### src/nor_host_pkg.sv
/*
  constants and carrier types for the parallel nor flash host controller.
  assumes a 100 mhz system clock and an x16 flash with 22 word address bits.
*/
package nor_host_pkg;

  // ---------------------------------------------------------------
  // geometry
  // ---------------------------------------------------------------
  localparam int ADDR_W      = 22;
  localparam int DATA_W      = 16;
  localparam int SECTOR_LSB  = 12;
  localparam int BLOCK_LSB   = 15;
  localparam int PAGE_W      = 4;
  localparam int BUF_DEPTH   = 16;
  localparam int BUF_AW      = 4;
  localparam logic [6:0] BOOT_BLOCK = 7'h00;

  // ---------------------------------------------------------------
  // unlock and command words
  // ---------------------------------------------------------------
  localparam logic [ADDR_W-1:0] UNLOCK_ADDR1 = 22'h00_0555;
  localparam logic [ADDR_W-1:0] UNLOCK_ADDR2 = 22'h00_02AA;
  localparam logic [DATA_W-1:0] UNLOCK_DATA1 = 16'h00AA;
  localparam logic [DATA_W-1:0] UNLOCK_DATA2 = 16'h0055;
  localparam logic [DATA_W-1:0] CMD_PROGRAM  = 16'h00A0;
  localparam logic [DATA_W-1:0] CMD_ERASE    = 16'h0080;
  localparam logic [DATA_W-1:0] CMD_SECTOR   = 16'h0050;
  localparam logic [DATA_W-1:0] CMD_BLOCK    = 16'h0030;
  localparam logic [DATA_W-1:0] CMD_WBUF     = 16'h0025;
  localparam logic [DATA_W-1:0] CMD_WBUF_GO  = 16'h0029;
  localparam logic [DATA_W-1:0] CMD_RESET    = 16'h00F0;
  localparam int POLL_TOGGLE_BIT = 6;
  localparam int POLL_DATA_BIT   = 7;

  // ---------------------------------------------------------------
  // timing
  // ---------------------------------------------------------------
  localparam int CLK_PERIOD_NS  = 10;
  localparam int T_RANDOM_NS    = 70;
  localparam int T_PAGE_NS      = 25;
  localparam int T_WE_PULSE_NS  = 40;
  localparam int T_HOLD_NS      = 30;
  localparam int T_RST_PULSE_NS = 500;
  localparam int CYC_RANDOM  = (T_RANDOM_NS + CLK_PERIOD_NS - 1) / CLK_PERIOD_NS;
  localparam int CYC_PAGE    = (T_PAGE_NS + CLK_PERIOD_NS - 1) / CLK_PERIOD_NS;
  localparam int CYC_WE      = (T_WE_PULSE_NS + CLK_PERIOD_NS - 1)
                               / CLK_PERIOD_NS;
  localparam int CYC_HOLD    = (T_HOLD_NS + CLK_PERIOD_NS - 1) / CLK_PERIOD_NS;
  localparam int CYC_RST     = (T_RST_PULSE_NS + CLK_PERIOD_NS - 1)
                               / CLK_PERIOD_NS;
  localparam int TMR_W = 8;

  // ---------------------------------------------------------------
  // types
  // ---------------------------------------------------------------
  typedef enum logic [2:0] {
    OP_READ, OP_PROGRAM, OP_SECTOR_ERASE, OP_BLOCK_ERASE,
    OP_BUF_PROGRAM, OP_RESET
  } op_t;

  typedef struct packed {
    op_t               op;
    logic [ADDR_W-1:0] addr;
    logic [DATA_W-1:0] data;
    logic [BUF_AW-1:0] count;
  } req_t;

  typedef struct packed {
    logic              ce_n;
    logic              oe_n;
    logic              we_n;
    logic              rst_n;
    logic [ADDR_W-1:0] addr;
    logic [DATA_W-1:0] dq_o;
    logic              dq_oe;
  } pins_t;

endpackage

### src/nor_flash_host.sv
/*
  host side controller for a 4m x16 parallel nor flash: sequences reads,
  page reads, unlocked program, erase, write-buffer program and reset.
  assumes flash pins are synchronous to mclk_in; the board resolves the
  shared data wire from pins_out.dq_oe.
*/
`timescale 1ns/100ps
module nor_flash_host
  import nor_host_pkg::*;
(
  // clock, reset, enable
  input  wire logic              mclk_in,
  input  wire logic              rst_n_in,
  input  wire logic              ce_in,
  // request side
  input  wire logic              req_valid_in,
  input  req_t                   req_in,
  output logic                   req_ready_out,
  output logic                   rsp_valid_out,
  output logic [DATA_W-1:0]      rsp_data_out,
  output logic                   rsp_refused_out,
  // buffer fill for write-buffer program
  input  wire logic              buf_wr_in,
  input  wire logic [BUF_AW-1:0] buf_addr_in,
  input  wire logic [DATA_W-1:0] buf_data_in,
  // flash pins
  output pins_t                  pins_out,
  input  wire logic [DATA_W-1:0] dq_in,
  input  wire logic              ready_busy_in,
  input  wire logic              write_protect_n_in
);

  typedef enum logic [3:0] {
    S_IDLE, S_READ, S_WR_SETUP, S_WR_PULSE, S_WR_HOLD, S_NEXT,
    S_POLL, S_RESET, S_DONE
  } state_t;

  typedef struct packed {
    state_t            st;
    req_t              req;
    pins_t             pins;
    logic [TMR_W-1:0]  tmr;
    logic [3:0]        step;
    logic [BUF_AW-1:0] widx;
    logic [DATA_W-1:0] last;
    logic              poll_first;
    logic              page_ok;
    logic [ADDR_W-1:0] page_addr;
    logic              rsp_valid;
    logic              refused;
    logic [DATA_W-1:0] rsp_data;
  } ctl_t;

  ctl_t              s_reg;
  ctl_t              s_next;
  logic [DATA_W-1:0] buf_rdata;

  // ---------------------------------------------------------------
  // helpers
  // ---------------------------------------------------------------
  // boot block zero
  function automatic logic in_boot(input logic [ADDR_W-1:0] a);
    return a[ADDR_W-1:BLOCK_LSB] == BOOT_BLOCK;
  endfunction

  function automatic logic same_page(input logic [ADDR_W-1:0] a,
                                     input logic [ADDR_W-1:0] b);
    return a[ADDR_W-1:PAGE_W] == b[ADDR_W-1:PAGE_W];
  endfunction

  function automatic logic [TMR_W-1:0] cyc(input int n);
    return TMR_W'(n);
  endfunction

  nor_word_buf u_buf (
    .mclk_in   (mclk_in),
    .rst_n_in  (rst_n_in),
    .ce_in     (ce_in),
    .wr_in     (buf_wr_in),
    .waddr_in  (buf_addr_in),
    .wdata_in  (buf_data_in),
    // read ahead on the next index: the store's output lags one edge,
    // so the word must already stand when the setup step latches it
    .raddr_in  (s_next.widx),
    .rdata_out (buf_rdata)
  );

  // ---------------------------------------------------------------
  // sequencer
  // ---------------------------------------------------------------
  // word written in each step of the current operation
  always_comb begin
    logic [ADDR_W-1:0] wa;
    logic [DATA_W-1:0] wd;
    logic              last_step;
    wa = '0;
    wd = '0;
    last_step = 1'b0;
    s_next = s_reg;
    s_next.rsp_valid = 1'b0;
    s_next.refused   = 1'b0;
    case (s_reg.step)
      4'h0: begin
        wa = UNLOCK_ADDR1;
        wd = UNLOCK_DATA1;
      end
      4'h1: begin
        wa = UNLOCK_ADDR2;
        wd = UNLOCK_DATA2;
      end
      default: begin
        wa = s_reg.req.addr;
        wd = s_reg.req.data;
      end
    endcase
    case (s_reg.req.op)
      OP_PROGRAM: begin
        if (s_reg.step == 4'h2) begin
          wa = UNLOCK_ADDR1;
          wd = CMD_PROGRAM;
        end
        last_step = s_reg.step == 4'h3;
      end
      OP_SECTOR_ERASE, OP_BLOCK_ERASE: begin
        if (s_reg.step == 4'h2) begin
          wa = UNLOCK_ADDR1;
          wd = CMD_ERASE;
        end else if (s_reg.step == 4'h3) begin
          wa = UNLOCK_ADDR1;
          wd = UNLOCK_DATA1;
        end else if (s_reg.step == 4'h4) begin
          wa = UNLOCK_ADDR2;
          wd = UNLOCK_DATA2;
        end else if (s_reg.step == 4'h5) begin
          wa = (s_reg.req.op == OP_SECTOR_ERASE)
             ? {s_reg.req.addr[ADDR_W-1:SECTOR_LSB], 12'h000}
             : {s_reg.req.addr[ADDR_W-1:BLOCK_LSB], 15'h0000};
          wd = (s_reg.req.op == OP_SECTOR_ERASE) ? CMD_SECTOR : CMD_BLOCK;
        end
        last_step = s_reg.step == 4'h5;
      end
      OP_BUF_PROGRAM: begin
        if (s_reg.step == 4'h2) begin
          wd = CMD_WBUF;
        end else if (s_reg.step == 4'h3) begin
          wd = {12'h000, s_reg.req.count};
        end else if (s_reg.step == 4'h4) begin
          wa = {s_reg.req.addr[ADDR_W-1:BUF_AW], s_reg.widx};
          wd = buf_rdata;
        end else if (s_reg.step == 4'h5) begin
          wd = CMD_WBUF_GO;
        end
        last_step = s_reg.step == 4'h5;
      end
      default: begin
        wd = CMD_RESET;
        last_step = 1'b1;
      end
    endcase

    if (s_reg.tmr != '0) begin
      s_next.tmr = s_reg.tmr - 1'b1;
    end

    case (s_reg.st)
      S_IDLE: begin
        s_next.pins.ce_n  = 1'b1;
        s_next.pins.oe_n  = 1'b1;
        s_next.pins.we_n  = 1'b1;
        s_next.pins.dq_oe = 1'b0;
        if (req_valid_in) begin
          s_next.req  = req_in;
          s_next.step = 4'h0;
          s_next.widx = '0;
          if (req_in.op == OP_READ) begin
            s_next.pins.ce_n = 1'b0;
            s_next.pins.oe_n = 1'b0;
            s_next.pins.addr = req_in.addr;
            s_next.st = S_READ;
            s_next.tmr = (s_reg.page_ok && same_page(req_in.addr,
                          s_reg.page_addr)) ? cyc(CYC_PAGE)
                                            : cyc(CYC_RANDOM);
          end else if (req_in.op == OP_RESET) begin
            s_next.pins.rst_n = 1'b0;
            s_next.tmr = cyc(CYC_RST);
            s_next.page_ok = 1'b0;
            s_next.st = S_RESET;
          end else if (!write_protect_n_in && in_boot(req_in.addr)) begin
            s_next.refused = 1'b1;
            s_next.rsp_valid = 1'b1;
          end else begin
            s_next.page_ok = 1'b0;
            s_next.st = S_WR_SETUP;
          end
        end
      end
      S_READ: begin
        if (s_reg.tmr == '0) begin
          s_next.rsp_data  = dq_in;
          s_next.page_ok   = 1'b1;
          s_next.page_addr = s_reg.req.addr;
          s_next.pins.oe_n = 1'b1;
          s_next.pins.ce_n = 1'b1;
          s_next.st = S_DONE;
        end
      end
      S_WR_SETUP: begin
        s_next.pins.oe_n  = 1'b1;
        s_next.pins.ce_n  = 1'b0;
        s_next.pins.addr  = wa;
        s_next.pins.dq_o  = wd;
        s_next.pins.dq_oe = 1'b1;
        s_next.pins.we_n  = 1'b0;
        s_next.tmr = cyc(CYC_WE);
        s_next.st = S_WR_PULSE;
      end
      S_WR_PULSE: begin
        if (s_reg.tmr == '0) begin
          s_next.pins.we_n = 1'b1;
          s_next.tmr = cyc(CYC_HOLD);
          s_next.st = S_WR_HOLD;
        end
      end
      S_WR_HOLD: begin
        if (s_reg.tmr == '0) begin
          s_next.pins.dq_oe = 1'b0;
          s_next.pins.ce_n  = 1'b1;
          s_next.st = S_NEXT;
        end
      end
      S_NEXT: begin
        s_next.st = S_WR_SETUP;
        if (s_reg.req.op == OP_BUF_PROGRAM && s_reg.step == 4'h4 &&
            s_reg.widx != s_reg.req.count) begin
          s_next.widx = s_reg.widx + 1'b1;
        end else if (last_step) begin
          s_next.poll_first = 1'b1;
          s_next.st = S_POLL;
        end else begin
          s_next.step = s_reg.step + 1'b1;
        end
      end
      S_POLL: begin
        s_next.pins.ce_n = 1'b0;
        s_next.pins.oe_n = 1'b0;
        if (s_reg.tmr == '0 && !s_reg.pins.oe_n) begin
          s_next.last = dq_in;
          s_next.poll_first = 1'b0;
          s_next.pins.oe_n = 1'b1;
          s_next.tmr = cyc(CYC_RANDOM);
          if (!s_reg.poll_first && ready_busy_in &&
              dq_in[POLL_TOGGLE_BIT] == s_reg.last[POLL_TOGGLE_BIT]) begin
            s_next.pins.ce_n = 1'b1;
            s_next.rsp_data = dq_in;
            s_next.st = S_DONE;
          end
        end
      end
      S_RESET: begin
        if (s_reg.tmr == '0) begin
          s_next.pins.rst_n = 1'b1;
          s_next.st = S_DONE;
        end
      end
      default: begin
        s_next.rsp_valid = 1'b1;
        s_next.st = S_IDLE;
      end
    endcase
  end

  always_ff @(posedge mclk_in or negedge rst_n_in) begin
    if (!rst_n_in) begin
      s_reg <= '{st: S_IDLE, req: '0,
                 pins: '{ce_n: 1'b1, oe_n: 1'b1, we_n: 1'b1, rst_n: 1'b1,
                         addr: '0, dq_o: '0, dq_oe: 1'b0},
                 tmr: '0, step: '0, widx: '0, last: '0,
                 poll_first: 1'b0, page_ok: 1'b0, page_addr: '0,
                 rsp_valid: 1'b0, refused: 1'b0, rsp_data: '0};
    end else if (ce_in) begin
      s_reg <= s_next;
    end
  end

  assign req_ready_out   = ce_in && (s_reg.st == S_IDLE) && !s_reg.rsp_valid;
  assign rsp_valid_out   = s_reg.rsp_valid;
  assign rsp_data_out    = s_reg.rsp_data;
  assign rsp_refused_out = s_reg.refused;
  assign pins_out        = s_reg.pins;

endmodule

### src/nor_word_buf.sv
/*
  small word store holding data for a write-buffer program.
  assumes one writer and one reader in the controller clock domain.
*/
`timescale 1ns/100ps
module nor_word_buf
  import nor_host_pkg::*;
(
  // clock and reset
  input  wire logic              mclk_in,
  input  wire logic              rst_n_in,
  input  wire logic              ce_in,
  // write side
  input  wire logic              wr_in,
  input  wire logic [BUF_AW-1:0] waddr_in,
  input  wire logic [DATA_W-1:0] wdata_in,
  // read side, data registered
  input  wire logic [BUF_AW-1:0] raddr_in,
  output logic      [DATA_W-1:0] rdata_out
);

  logic [DATA_W-1:0] mem [BUF_DEPTH];

  always_ff @(posedge mclk_in) begin
    if (ce_in && wr_in) begin
      mem[waddr_in] <= wdata_in;
    end
  end

  always_ff @(posedge mclk_in or negedge rst_n_in) begin
    if (!rst_n_in) begin
      rdata_out <= 16'h0000;
    end else if (ce_in) begin
      rdata_out <= mem[raddr_in];
    end
  end

endmodule

### config.mk
export PLATFORM = sky130hd
export DESIGN_NAME = nor_flash_host
export DESIGN_NICKNAME = d
export VERILOG_FILES = /design/src/nor_host_pkg.sv /design/src/nor_flash_host.sv /design/src/nor_word_buf.sv
export SDC_FILE = /design/constraint.sdc
export NUM_CORES = 1
export LEC_CHECK = 0
export BUFFER_PORTS_ARGS = -buffer_cell sky130_fd_sc_hd__buf_2
export CAP_MARGIN = 20
export CORE_MARGIN = 2
export CORE_UTILIZATION = 61
export CTS_BUF_LIST = sky130_fd_sc_hd__clkbuf_8
export DETAILED_ROUTE_END_ITERATION = 7
export PLACE_DENSITY = 0.88
export SLEW_MARGIN = 20
export SYNTH_ARGS = -nofsm -noshare
export SYNTH_HDL_FRONTEND = slang
export SYNTH_HIERARCHICAL = 1
export SYNTH_SLANG_ARGS = --single-unit
### constraint.sdc
create_clock -name mclk_in -period 6.2 [get_ports mclk_in]
set_input_delay 1.86 -clock mclk_in [delete_from_list [all_inputs] [get_ports mclk_in]]
set_output_delay 1.86 -clock mclk_in [all_outputs]
set_load 0.01 [all_outputs]
==> impl_metrics.yaml, run 1 <==
floorplanning:
  io_pins: 150
  die_w_um: 180
  die_h_um: 180
  die-area_mm2: 0.0324
  start_util_pct: 61.9
  rows: 64
  core_mm2: 0.0306
clock_tree:
  cts_resized: 0
  cts_made_buffers: 68
  clockBufferDepth: 3
  clock_latency_ps: 610
  cts_hold_buf: 0
  cts_root_buf: "clkbuf_8"
  post_cts_buffers: 0
  clkTransAtPathRegs_ps: 60
  cts_tree: "done"
  clock-sinks: 419
  htree_levels: 3
placement:
  io_buffers: 149
  gp_congestion: 0.924
  placed_cell_area_mm2: 0.0196
  dp_hpwl_mm: 28.3
final_layout:
  area_growth_pct: 10.5
  fin_area_mm2: 0.0209
  layout-drive-gt1-share_pct: 32.0
  final_cell_mix: "256 x edfxtp_1, 159 x dfrtp_1, 148 x buf_2, 85 x nor2_1, 76 x clkbuf_8"
  largest_register_ffs: 256
  layout_commonest_cell: "edfxtp_1"
  nNetsFinal: 1504
  post-route-util_pct: 68.4
timing:
  clock.fmax_mhz: 205
  clock-skew-final_ps: 40.1
  rsz0062_at_grt: "false"
  tightest_slew_ps: 1030
  drv_slew: 0
  period_share_pct: 78.7
  hold_slack_ps: 469
  final-setup-viol-count: 0
  finalCriticalPeriod_ps: 4880
  finalHoldViolations: 0
  slew_headroom_pct: 30.9
  tns_ps: 0
synth:
  yosysUniqueCellTypes: 86
  async_flop_share_pct: 38.9
  ys_seq_elements: 419
  synth-warning-count: 6
  syn_nets: 1394
  avgSynthCellArea_um2: 14.6
  ys.flop_type: "edfxtp_1"
  synth_area_mm2: 0.0189
  synth_edf_count: 256
  postSynthCellCount: 1299
  ys_seq_area_share_pct: 62.2
hold_path:
  hp-class: "reg2reg"
  min_from: "pins_out[21]$_DFFE_PN0P_"
power:
  vdd_drop_max_mv: 0.228
  p_total_mw: 8.11
  power_leakage_nw: 7.87
  cellPowerDensity_mw_per_mm2: 388
worst_setup_path:
  worstSetupStartpoint: "ce_in"
  start_kind: "primary input"
  r2r-start: "s_reg[62]$_DFFE_PN0P_"
  crit_fanout: 24
  cp-end-kind: "output port"
  critPathRequiredTime_ps: 4340
  crit_arrival_ps: 3020
  critPathKind: "in2out"
detailed_routing:
  routed_wl_mm: 45.6
  postRouteAntennaNets: 0
  wire_per_inst_um: 24.5
  vias: 12149
  vias_per_cell: 6.54
  first_iter_violations: 1331
  firstDrtPassIters: 7
  drc_errors: 0
global_route:
  gr-total-overflow: 0
  grt_pass1_wl_mm: 70.4
  grt_pass1_vias: 12128
  grt_start_max_net_pins: 109
  antenna_found_initial: 1
  grt_usage_pct: 28.1
outcome:
  status: "finished clean"
flow_run:
  drv_cap: 0
## area by class of cell
type                    instances  area, µm²
diodes                          1       2.50
clock buffers                  75       1030
clock inverters                48        327
fillers                      2015       9670
inverters                      18       67.6
multi-input cells             726       6250
flip-flops and latches        419      11800
well taps                     396        495
repair buffers                176        970
## per-stage QoR
stage / setup slack, ps / std cells
final: 1320 / 1859
after floorplan: 2110 / 1299
after global placement: 1430 / 1735
after global routing: 1240 / 1859
after CTS: 1340 / 1858
after detailed placement: 1350 / 1735
## per-layer routing
metal	wire [µm]	vias to the layer above	global-route usage [%]
li1	-	5191	-
met1	17400	6084	37.9
met2	22200	723	45.7
met3	4270	151	5.84
met4	1690	0	10.8
met5	0	-	0
## critical path, stage by stage
cell,delay (ps)
buf_2,520
inv_2,240
nor3_1,230
buf_2,160
## cells by family after synthesis
kind of cell | synth area share [%]
simple gates | 7.68
flops | 62.2
fa+ha+maj | 0.463
compound gates | 9.54
mux | 13.8
buf+inv | 5.14
xor+xnor | 1.20
## cells in the mapped netlist (22+ instances only)
cell,count,share of area (%)
a21oi_1,48,1.3
nor3_1,27,0.71
dfrtp_1,159,21
nand2_1,70,1.4
buf_4,62,2.5
o21ai_0,56,1.5
o22ai_1,22,0.73
mux2_2,70,4.2
clkbuf_1,35,0.69
edfxtp_1,256,41
mux4_2,60,7.1
nor2_1,85,1.7
## where the power goes
part           internal (mW)  switching [mW]  leakage [nW]
clock                   1.23            1.14         0.766
combinational          0.838            1.08          2.77
sequential              3.41           0.418          4.33
## worst paths after layout
| path | cells after the start | to | slack (ps) |
|---|---|---|---|
| min reg2reg | 2 | pins_out[21]$_DFFE_PN0P_ | 470 |
| max | 4 | req_ready_out | 1320 |
| max in group asynchronous | 2 | pins_out[41]$_DFFE_PN1P_ | 3840 |
| min in group asynchronous | 1 | s_reg[118]$_DFFE_PN0P_ | 1400 |
| min | 2 | pins_out[21]$_DFFE_PN0P_ | 470 |
| max reg2reg | 12 | u_buf/rdata_out[2]$_DFFE_PN0P_ | 1780 |
Note: power is estimated with default switching activity, not from simulation.
==> inputs of run 2 (changes only) <==
ABC_AREA = 1   (was unset)
clock period = 4.54 ns   (was 6.2 ns; I/O delays follow)
==> run 2 against run 1 <==
Die area rose by 2.9%. Synthesized cell count rose by 61%. Setup slack got worse by 490 ps. Clock skew rose by 6.7 ps.
==> impl_metrics.yaml, run 2 <==
detailed_routing:
  vias: 15657
  firstDrtPassIters: 6
  vias_per_cell: 5.89
  postRouteAntennaNets: 0
  routed_wl_mm: 50.9
  drc_errors: 0
  first_iter_violations: 1816
  wire_per_inst_um: 19.1
clock_tree:
  clockBufferDepth: 3
  clock_latency_ps: 600
  cts_resized: 0
  cts_hold_buf: 0
  htree_levels: 3
  post_cts_buffers: 0
  clock-sinks: 419
  clkTransAtPathRegs_ps: 60
  cts_root_buf: "clkbuf_8"
  cts_tree: "done"
  cts_made_buffers: 68
global_route:
  antenna_found_initial: 0
  gr-total-overflow: 0
  grt_start_max_net_pins: 91
  grt_pass1_wl_mm: 81.3
  grt_pass1_vias: 15434
  grt_usage_pct: 31.0
floorplanning:
  rows: 65
  start_util_pct: 61.9
  core_mm2: 0.0315
  die-area_mm2: 0.0334
  die_w_um: 183
  die_h_um: 183
  io_pins: 150
synth:
  async_flop_share_pct: 38.9
  avgSynthCellArea_um2: 9.33
  synth.largest_area_cell: "edfxtp_1"
  synth_edf_count: 256
  synth_area_mm2: 0.0195
  ys_top_cells_by_count: "761 x nand2_1, 260 x nand3_1, 256 x edfxtp_1"
  synthTopCellsByArea: "edfxtp_1 39%, dfrtp_1 20%, nand2_1 15%"
  ys_seq_elements: 419
  ys.flop_type: "edfxtp_1"
  yosysUniqueCellTypes: 47
  synth-warning-count: 6
  ys_seq_area_share_pct: 60.4
  postSynthCellCount: 2088
  yosysMostFrequentCell: "nand2_1"
  syn_nets: 2183
  synth_top_area_share_pct: 39.4
final_layout:
  diodes: 0
  layout-drive-gt1-share_pct: 15.1
  nNetsFinal: 2298
  area_growth_pct: 10.3
  largest_register_ffs: 256
  final_cell_mix: "761 x nand2_1, 260 x nand3_1, 256 x edfxtp_1, 159 x dfrtp_1, 148 x buf_2"
  layout_commonest_cell: "nand2_1"
  fillers: 2252
worst_setup_path:
  r2r-start: "s_reg[62]$_DFFE_PN0P_"
  worst_path_dominant_cell_family: "buffers and inverters"
  crit_arrival_ps: 4230
  slowest_stage: "buf_4"
  r2r_slack_ps: 830
  rr_endpoint: "u_buf/rdata_out[9]$_DFFE_PN0P_"
  max_stage_delay_ps: 590
  critPathKind: "reg2reg"
  r2r_cells: 21
  cp_common_cell: "nand2_1"
  crit_cells: 21
  crit_fanout: 70
  cp-end-kind: "flip-flop"
  cp_cell_sequence: "inv_1, ha_1, nand3_1, buf_4, inv_1, nand2_1, inv_2, nand2_2, o21ai_0, o21ai_0, and2_4, clkinv_2, buf_4, nand2_1, nand3_1, nand3_1, nand2_1, nand2_1, nand2_1, nand2_1, nand2_1"
  start_kind: "flip-flop"
  critPathRequiredTime_ps: 5070
  critPathBufInv: 6
timing:
  tightest_slew_ps: 804
  final-setup-viol-count: 0
  finalHoldViolations: 0
  period_share_pct: 81.6
  drv_slew: 0
  tns_ps: 0
  slew_headroom_pct: 46.4
  rsz0062_at_grt: "false"
  clock.fmax_mhz: 270
  clock-skew-final_ps: 46.8
  worst_slack_ps: 834
  finalCriticalPeriod_ps: 3710
placement:
  dp_worst_setup_slack_ps: 936
  gp_congestion: 0.922
  dp_hpwl_mm: 32.5
  io_buffers: 149
hold_path:
  min_to: "rsp_data_out[3]$_DFFE_PN0P_"
  min_from: "rsp_data_out[3]$_DFFE_PN0P_"
  hp-class: "reg2reg"
  min_path_cells: 2
outcome:
  status: "finished clean"
power:
  cellPowerDensity_mw_per_mm2: 506
  power_leakage_nw: 9.51
  vdd_drop_max_mv: 0.304
flow_run:
  drv_cap: 0
[run 2: where the power goes]
part | total (mW) | internal [mW] | switching [mW]
Sequential | 5.03 | 4.65 | 0.386
Clock | 3.34 | 1.81 | 1.53
Combinational | 2.51 | 0.824 | 1.69
Total | 10.9 | 7.28 | 3.61
[run 2: worst max-delay path by stage]
stage,start,to,slack (ps)
finish,s_reg[62]$_DFFE_PN0P_,u_buf/rdata_out[9]$_DFFE_PN0P_,830
global route,s_reg[62]$_DFFE_PN0P_,u_buf/rdata_out[9]$_DFFE_PN0P_,470
CTS,s_reg[62]$_DFFE_PN0P_,u_buf/rdata_out[7]$_DFFE_PN0P_,920
detailed placement,req_valid_in,u_buf/rdata_out[5]$_DFFE_PN0P_,940
global placement,req_valid_in,u_buf/rdata_out[10]$_DFFE_PN0P_,1020
floorplan,ce_in,req_ready_out,1380
[run 2: logic make-up (layout without fill, tap and decap cells)]
kind of cell    after synthesis  in the layout  share of synthesized area, %
buf+inv                     282            451                          7.81
simple gates               1151           1151                          24.5
fa+ha+maj                     7              7                         0.449
xor+xnor                     12             12                         0.539
flops                       419            419                          60.4
compound gates              216            216                          6.20
mux                           1              1                        0.0514
[run 2: through the flow]
step / hold slack (ps) / total power, mW / std cells / area, µm² / utilization, %
2_1_floorplan: 442 / 6.98 / 2088 / 19500 / -
3_3_place_gp: 449 / 7.45 / 2535 / 20100 / 63.9
3_5_place_dp: 453 / 7.55 / 2535 / 20100 / 63.9
4_1_cts: 468 / 10.9 / 2659 / 21500 / 68.3
5_1_grt: 488 / 11.5 / 2659 / 21500 / 68.3
6_report: 465 / 10.9 / 2659 / 21500 / 68.3
[run 2: routing by layer]
layer | wire, µm | global-route usage, %
met3 | 5100 | 6.12
met4 | 1780 | 13.1
met1 | 19700 | 41.9
met5 | 0 | 0
met2 | 24300 | 49.6
[run 2: final cells by class]
cell class / instances / area [µm²] / share of cell area [%]
multi-input combinational: 1387 / 6210 / 28.9
clock inverter: 50 / 373 / 1.73
tap: 402 / 503 / 2.34
timing repair buffer: 193 / 1120 / 5.21
clock buffer: 74 / 1020 / 4.74
inverter: 134 / 507 / 2.36
sequential: 419 / 11800 / 54.7
[run 2: worst reg2reg max path, stage by stage, from the launching register on]
cell	delay (ps)
dfrtp_1	410
inv_1	130
ha_1	210
nand3_1	80
buf_4	180
inv_1	90
nand2_1	100
inv_2	300
nand2_2	180
o21ai_0	170
o21ai_0	130
and2_4	180
clkinv_2	50
buf_4	590
nand2_1	200
nand3_1	150
nand3_1	140
nand2_1	100
nand2_1	50
nand2_1	90
nand2_1	50
nand2_1	60
==> inputs of run 3 (changes only) <==
ABC_AREA = 0   (was 1)
CORE_UTILIZATION = 56   (was 61)
PLACE_DENSITY = 0.85   (was 0.88)
clock period = 3.2 ns   (was 4.54 ns; I/O delays follow)
==> run 3 against run 2 <==
Die area rose by 5.6%. Non-clock buffer count rose by 32. Hold slack got worse by 130 ps. Sequential share of layout area up 0.15 points. Highest routed layer unchanged. Cell count is 26% lower. Critical path type is now reg2out. Setup slack worse by 760 ps. Largest power group unchanged. Via count decreased by 22%. Largest cell class unchanged.
==> impl_metrics.yaml, run 3 (synthesized netlist as in run 1, its figures left out) <==
timing:
  tightest_slew_ps: 866
  period_share_pct: 97.6
  finalHoldViolations: 0
  clock.fmax_mhz: 320
  clock-skew-final_ps: 32.5
  final-setup-viol-count: 0
  finalCriticalPeriod_ps: 3120
  tns_ps: 0
  slew_headroom_pct: 41.7
  worst_slack_ps: 77.6
  hold_slack_ps: 334
  drv_slew: 0
power:
  cellPowerDensity_mw_per_mm2: 738
  vdd_drop_max_mv: 0.431
  power_leakage_nw: 8.15
  p_total_mw: 15.8
clock_tree:
  cts_made_buffers: 67
  clock_latency_ps: 600
  clock-sinks: 419
  clockBufferDepth: 3
  clkTransAtPathRegs_ps: 60
  htree_levels: 3
  cts_hold_buf: 0
  cts_tree: "done"
  cts_root_buf: "clkbuf_8"
worst_setup_path:
  crit_cells: 4
  r2r-start: "s_reg[159]$_DFFE_PN0P_"
  critPathKind: "reg2out"
  critPathBufInv: 2
  max_stage_delay_ps: 670
  r2r_cells: 10
  r2r_slack_ps: 110
  cp-end-kind: "output port"
  cp_cell_sequence: "buf_4, or4_1, nor3_1, buf_2"
  slowest_stage: "or4_1"
  critPathRequiredTime_ps: 2240
  crit_arrival_ps: 2160
  worst_path_dominant_cell_family: "simple AND/OR/NAND/NOR gates"
  crit_fanout: 19
  rr_endpoint: "u_buf/rdata_out[10]$_DFFE_PN0P_"
  start_kind: "flip-flop"
global_route:
  grt_pass1_vias: 12568
  grt_pass1_wl_mm: 71.0
  grt_start_max_net_pins: 57
  gr-total-overflow: 0
  antenna_found_initial: 0
  grt_usage_pct: 26.1
final_layout:
  diodes: 0
  nNetsFinal: 1552
  post-route-util_pct: 64.3
  layout_commonest_cell: "edfxtp_1"
  layout-drive-gt1-share_pct: 33.8
  area_growth_pct: 13.3
  final_cell_mix: "256 x edfxtp_1, 159 x dfrtp_1, 148 x buf_2, 85 x nor2_1, 76 x clkbuf_8"
  largest_register_ffs: 256
placement:
  io_buffers: 149
  dp_worst_setup_slack_ps: -48.4
  dp_hpwl_mm: 29.7
  gp_congestion: 0.930
detailed_routing:
  vias_per_cell: 6.26
  first_iter_violations: 1225
  postRouteAntennaNets: 0
  firstDrtPassIters: 5
  drc_errors: 0
  vias: 12254
  wire_per_inst_um: 23.7
  routed_wl_mm: 46.3
floorplanning:
  die_w_um: 188
  die_h_um: 188
  rows: 67
  io_pins: 150
  start_util_pct: 56.7
  die-area_mm2: 0.0353
  core_mm2: 0.0334
hold_path:
  hp-class: "in2async"
outcome:
  status: "finished clean"
flow_run:
  drv_cap: 0
[run 3: cell types whose count changed in the layout (fill, tap and decap cells not counted), sizes merged, moves of 19 or more]
cell and change:
nor2 -24, inv -112, nand3 -253, o22ai +19
o21ai -53, nor3 +24, buf +31, mux4 +64
mux2 +80, a221oi +27, nand2 -694, mux2i +20
[run 3: timing repair]
action,4_1_cts,5_1_grt
endpoints found under the setup margin,0,6
buffers inserted,0,2
resized for setup,0,1
[run 3: cell type report]
class / count / area, µm²
clock buffer: 76 / 1050
timing repair buffer: 225 / 1480
clock inverter: 45 / 279
tap: 448 / 561
multi-input combinational: 726 / 6250
sequential: 419 / 11800
fill: 2339 / 11900
inverter: 18 / 67.6
[run 3: stage by stage]
step	std cells	area, µm²
6_report	1957	21400
5_1_grt	1957	21400
4_1_cts	1954	21400
3_5_place_dp	1833	20100
3_3_place_gp	1833	20100
2_1_floorplan	1299	18900
[run 3: how the worst max path moves through the flow]
stage | startpoint | to
6_report | s_reg[163]$_DFFE_PN0P_ | req_ready_out
5_1_grt | s_reg[62]$_DFFE_PN0P_ | u_buf/rdata_out[13]$_DFFE_PN0P_
4_1_cts | s_reg[163]$_DFFE_PN0P_ | req_ready_out
3_5_place_dp | req_valid_in | u_buf/rdata_out[14]$_DFFE_PN0P_
3_3_place_gp | req_valid_in | u_buf/rdata_out[8]$_DFFE_PN0P_
2_1_floorplan | ce_in | u_buf/mem[0][0]$_DFFE_PP_
[run 3: report_power, final]
group	switching, mW	internal, mW
Sequential	0.603	6.61
Clock	2.07	2.43
Combinational	2.36	1.76
Total	5.04	10.8
[run 3: per-layer routing]
layer	global-route usage (%)	part of all wire, %
met5	0	0
met4	10.1	3.3
met3	5.84	9.2
met2	43.0	50
met1	34.2	38
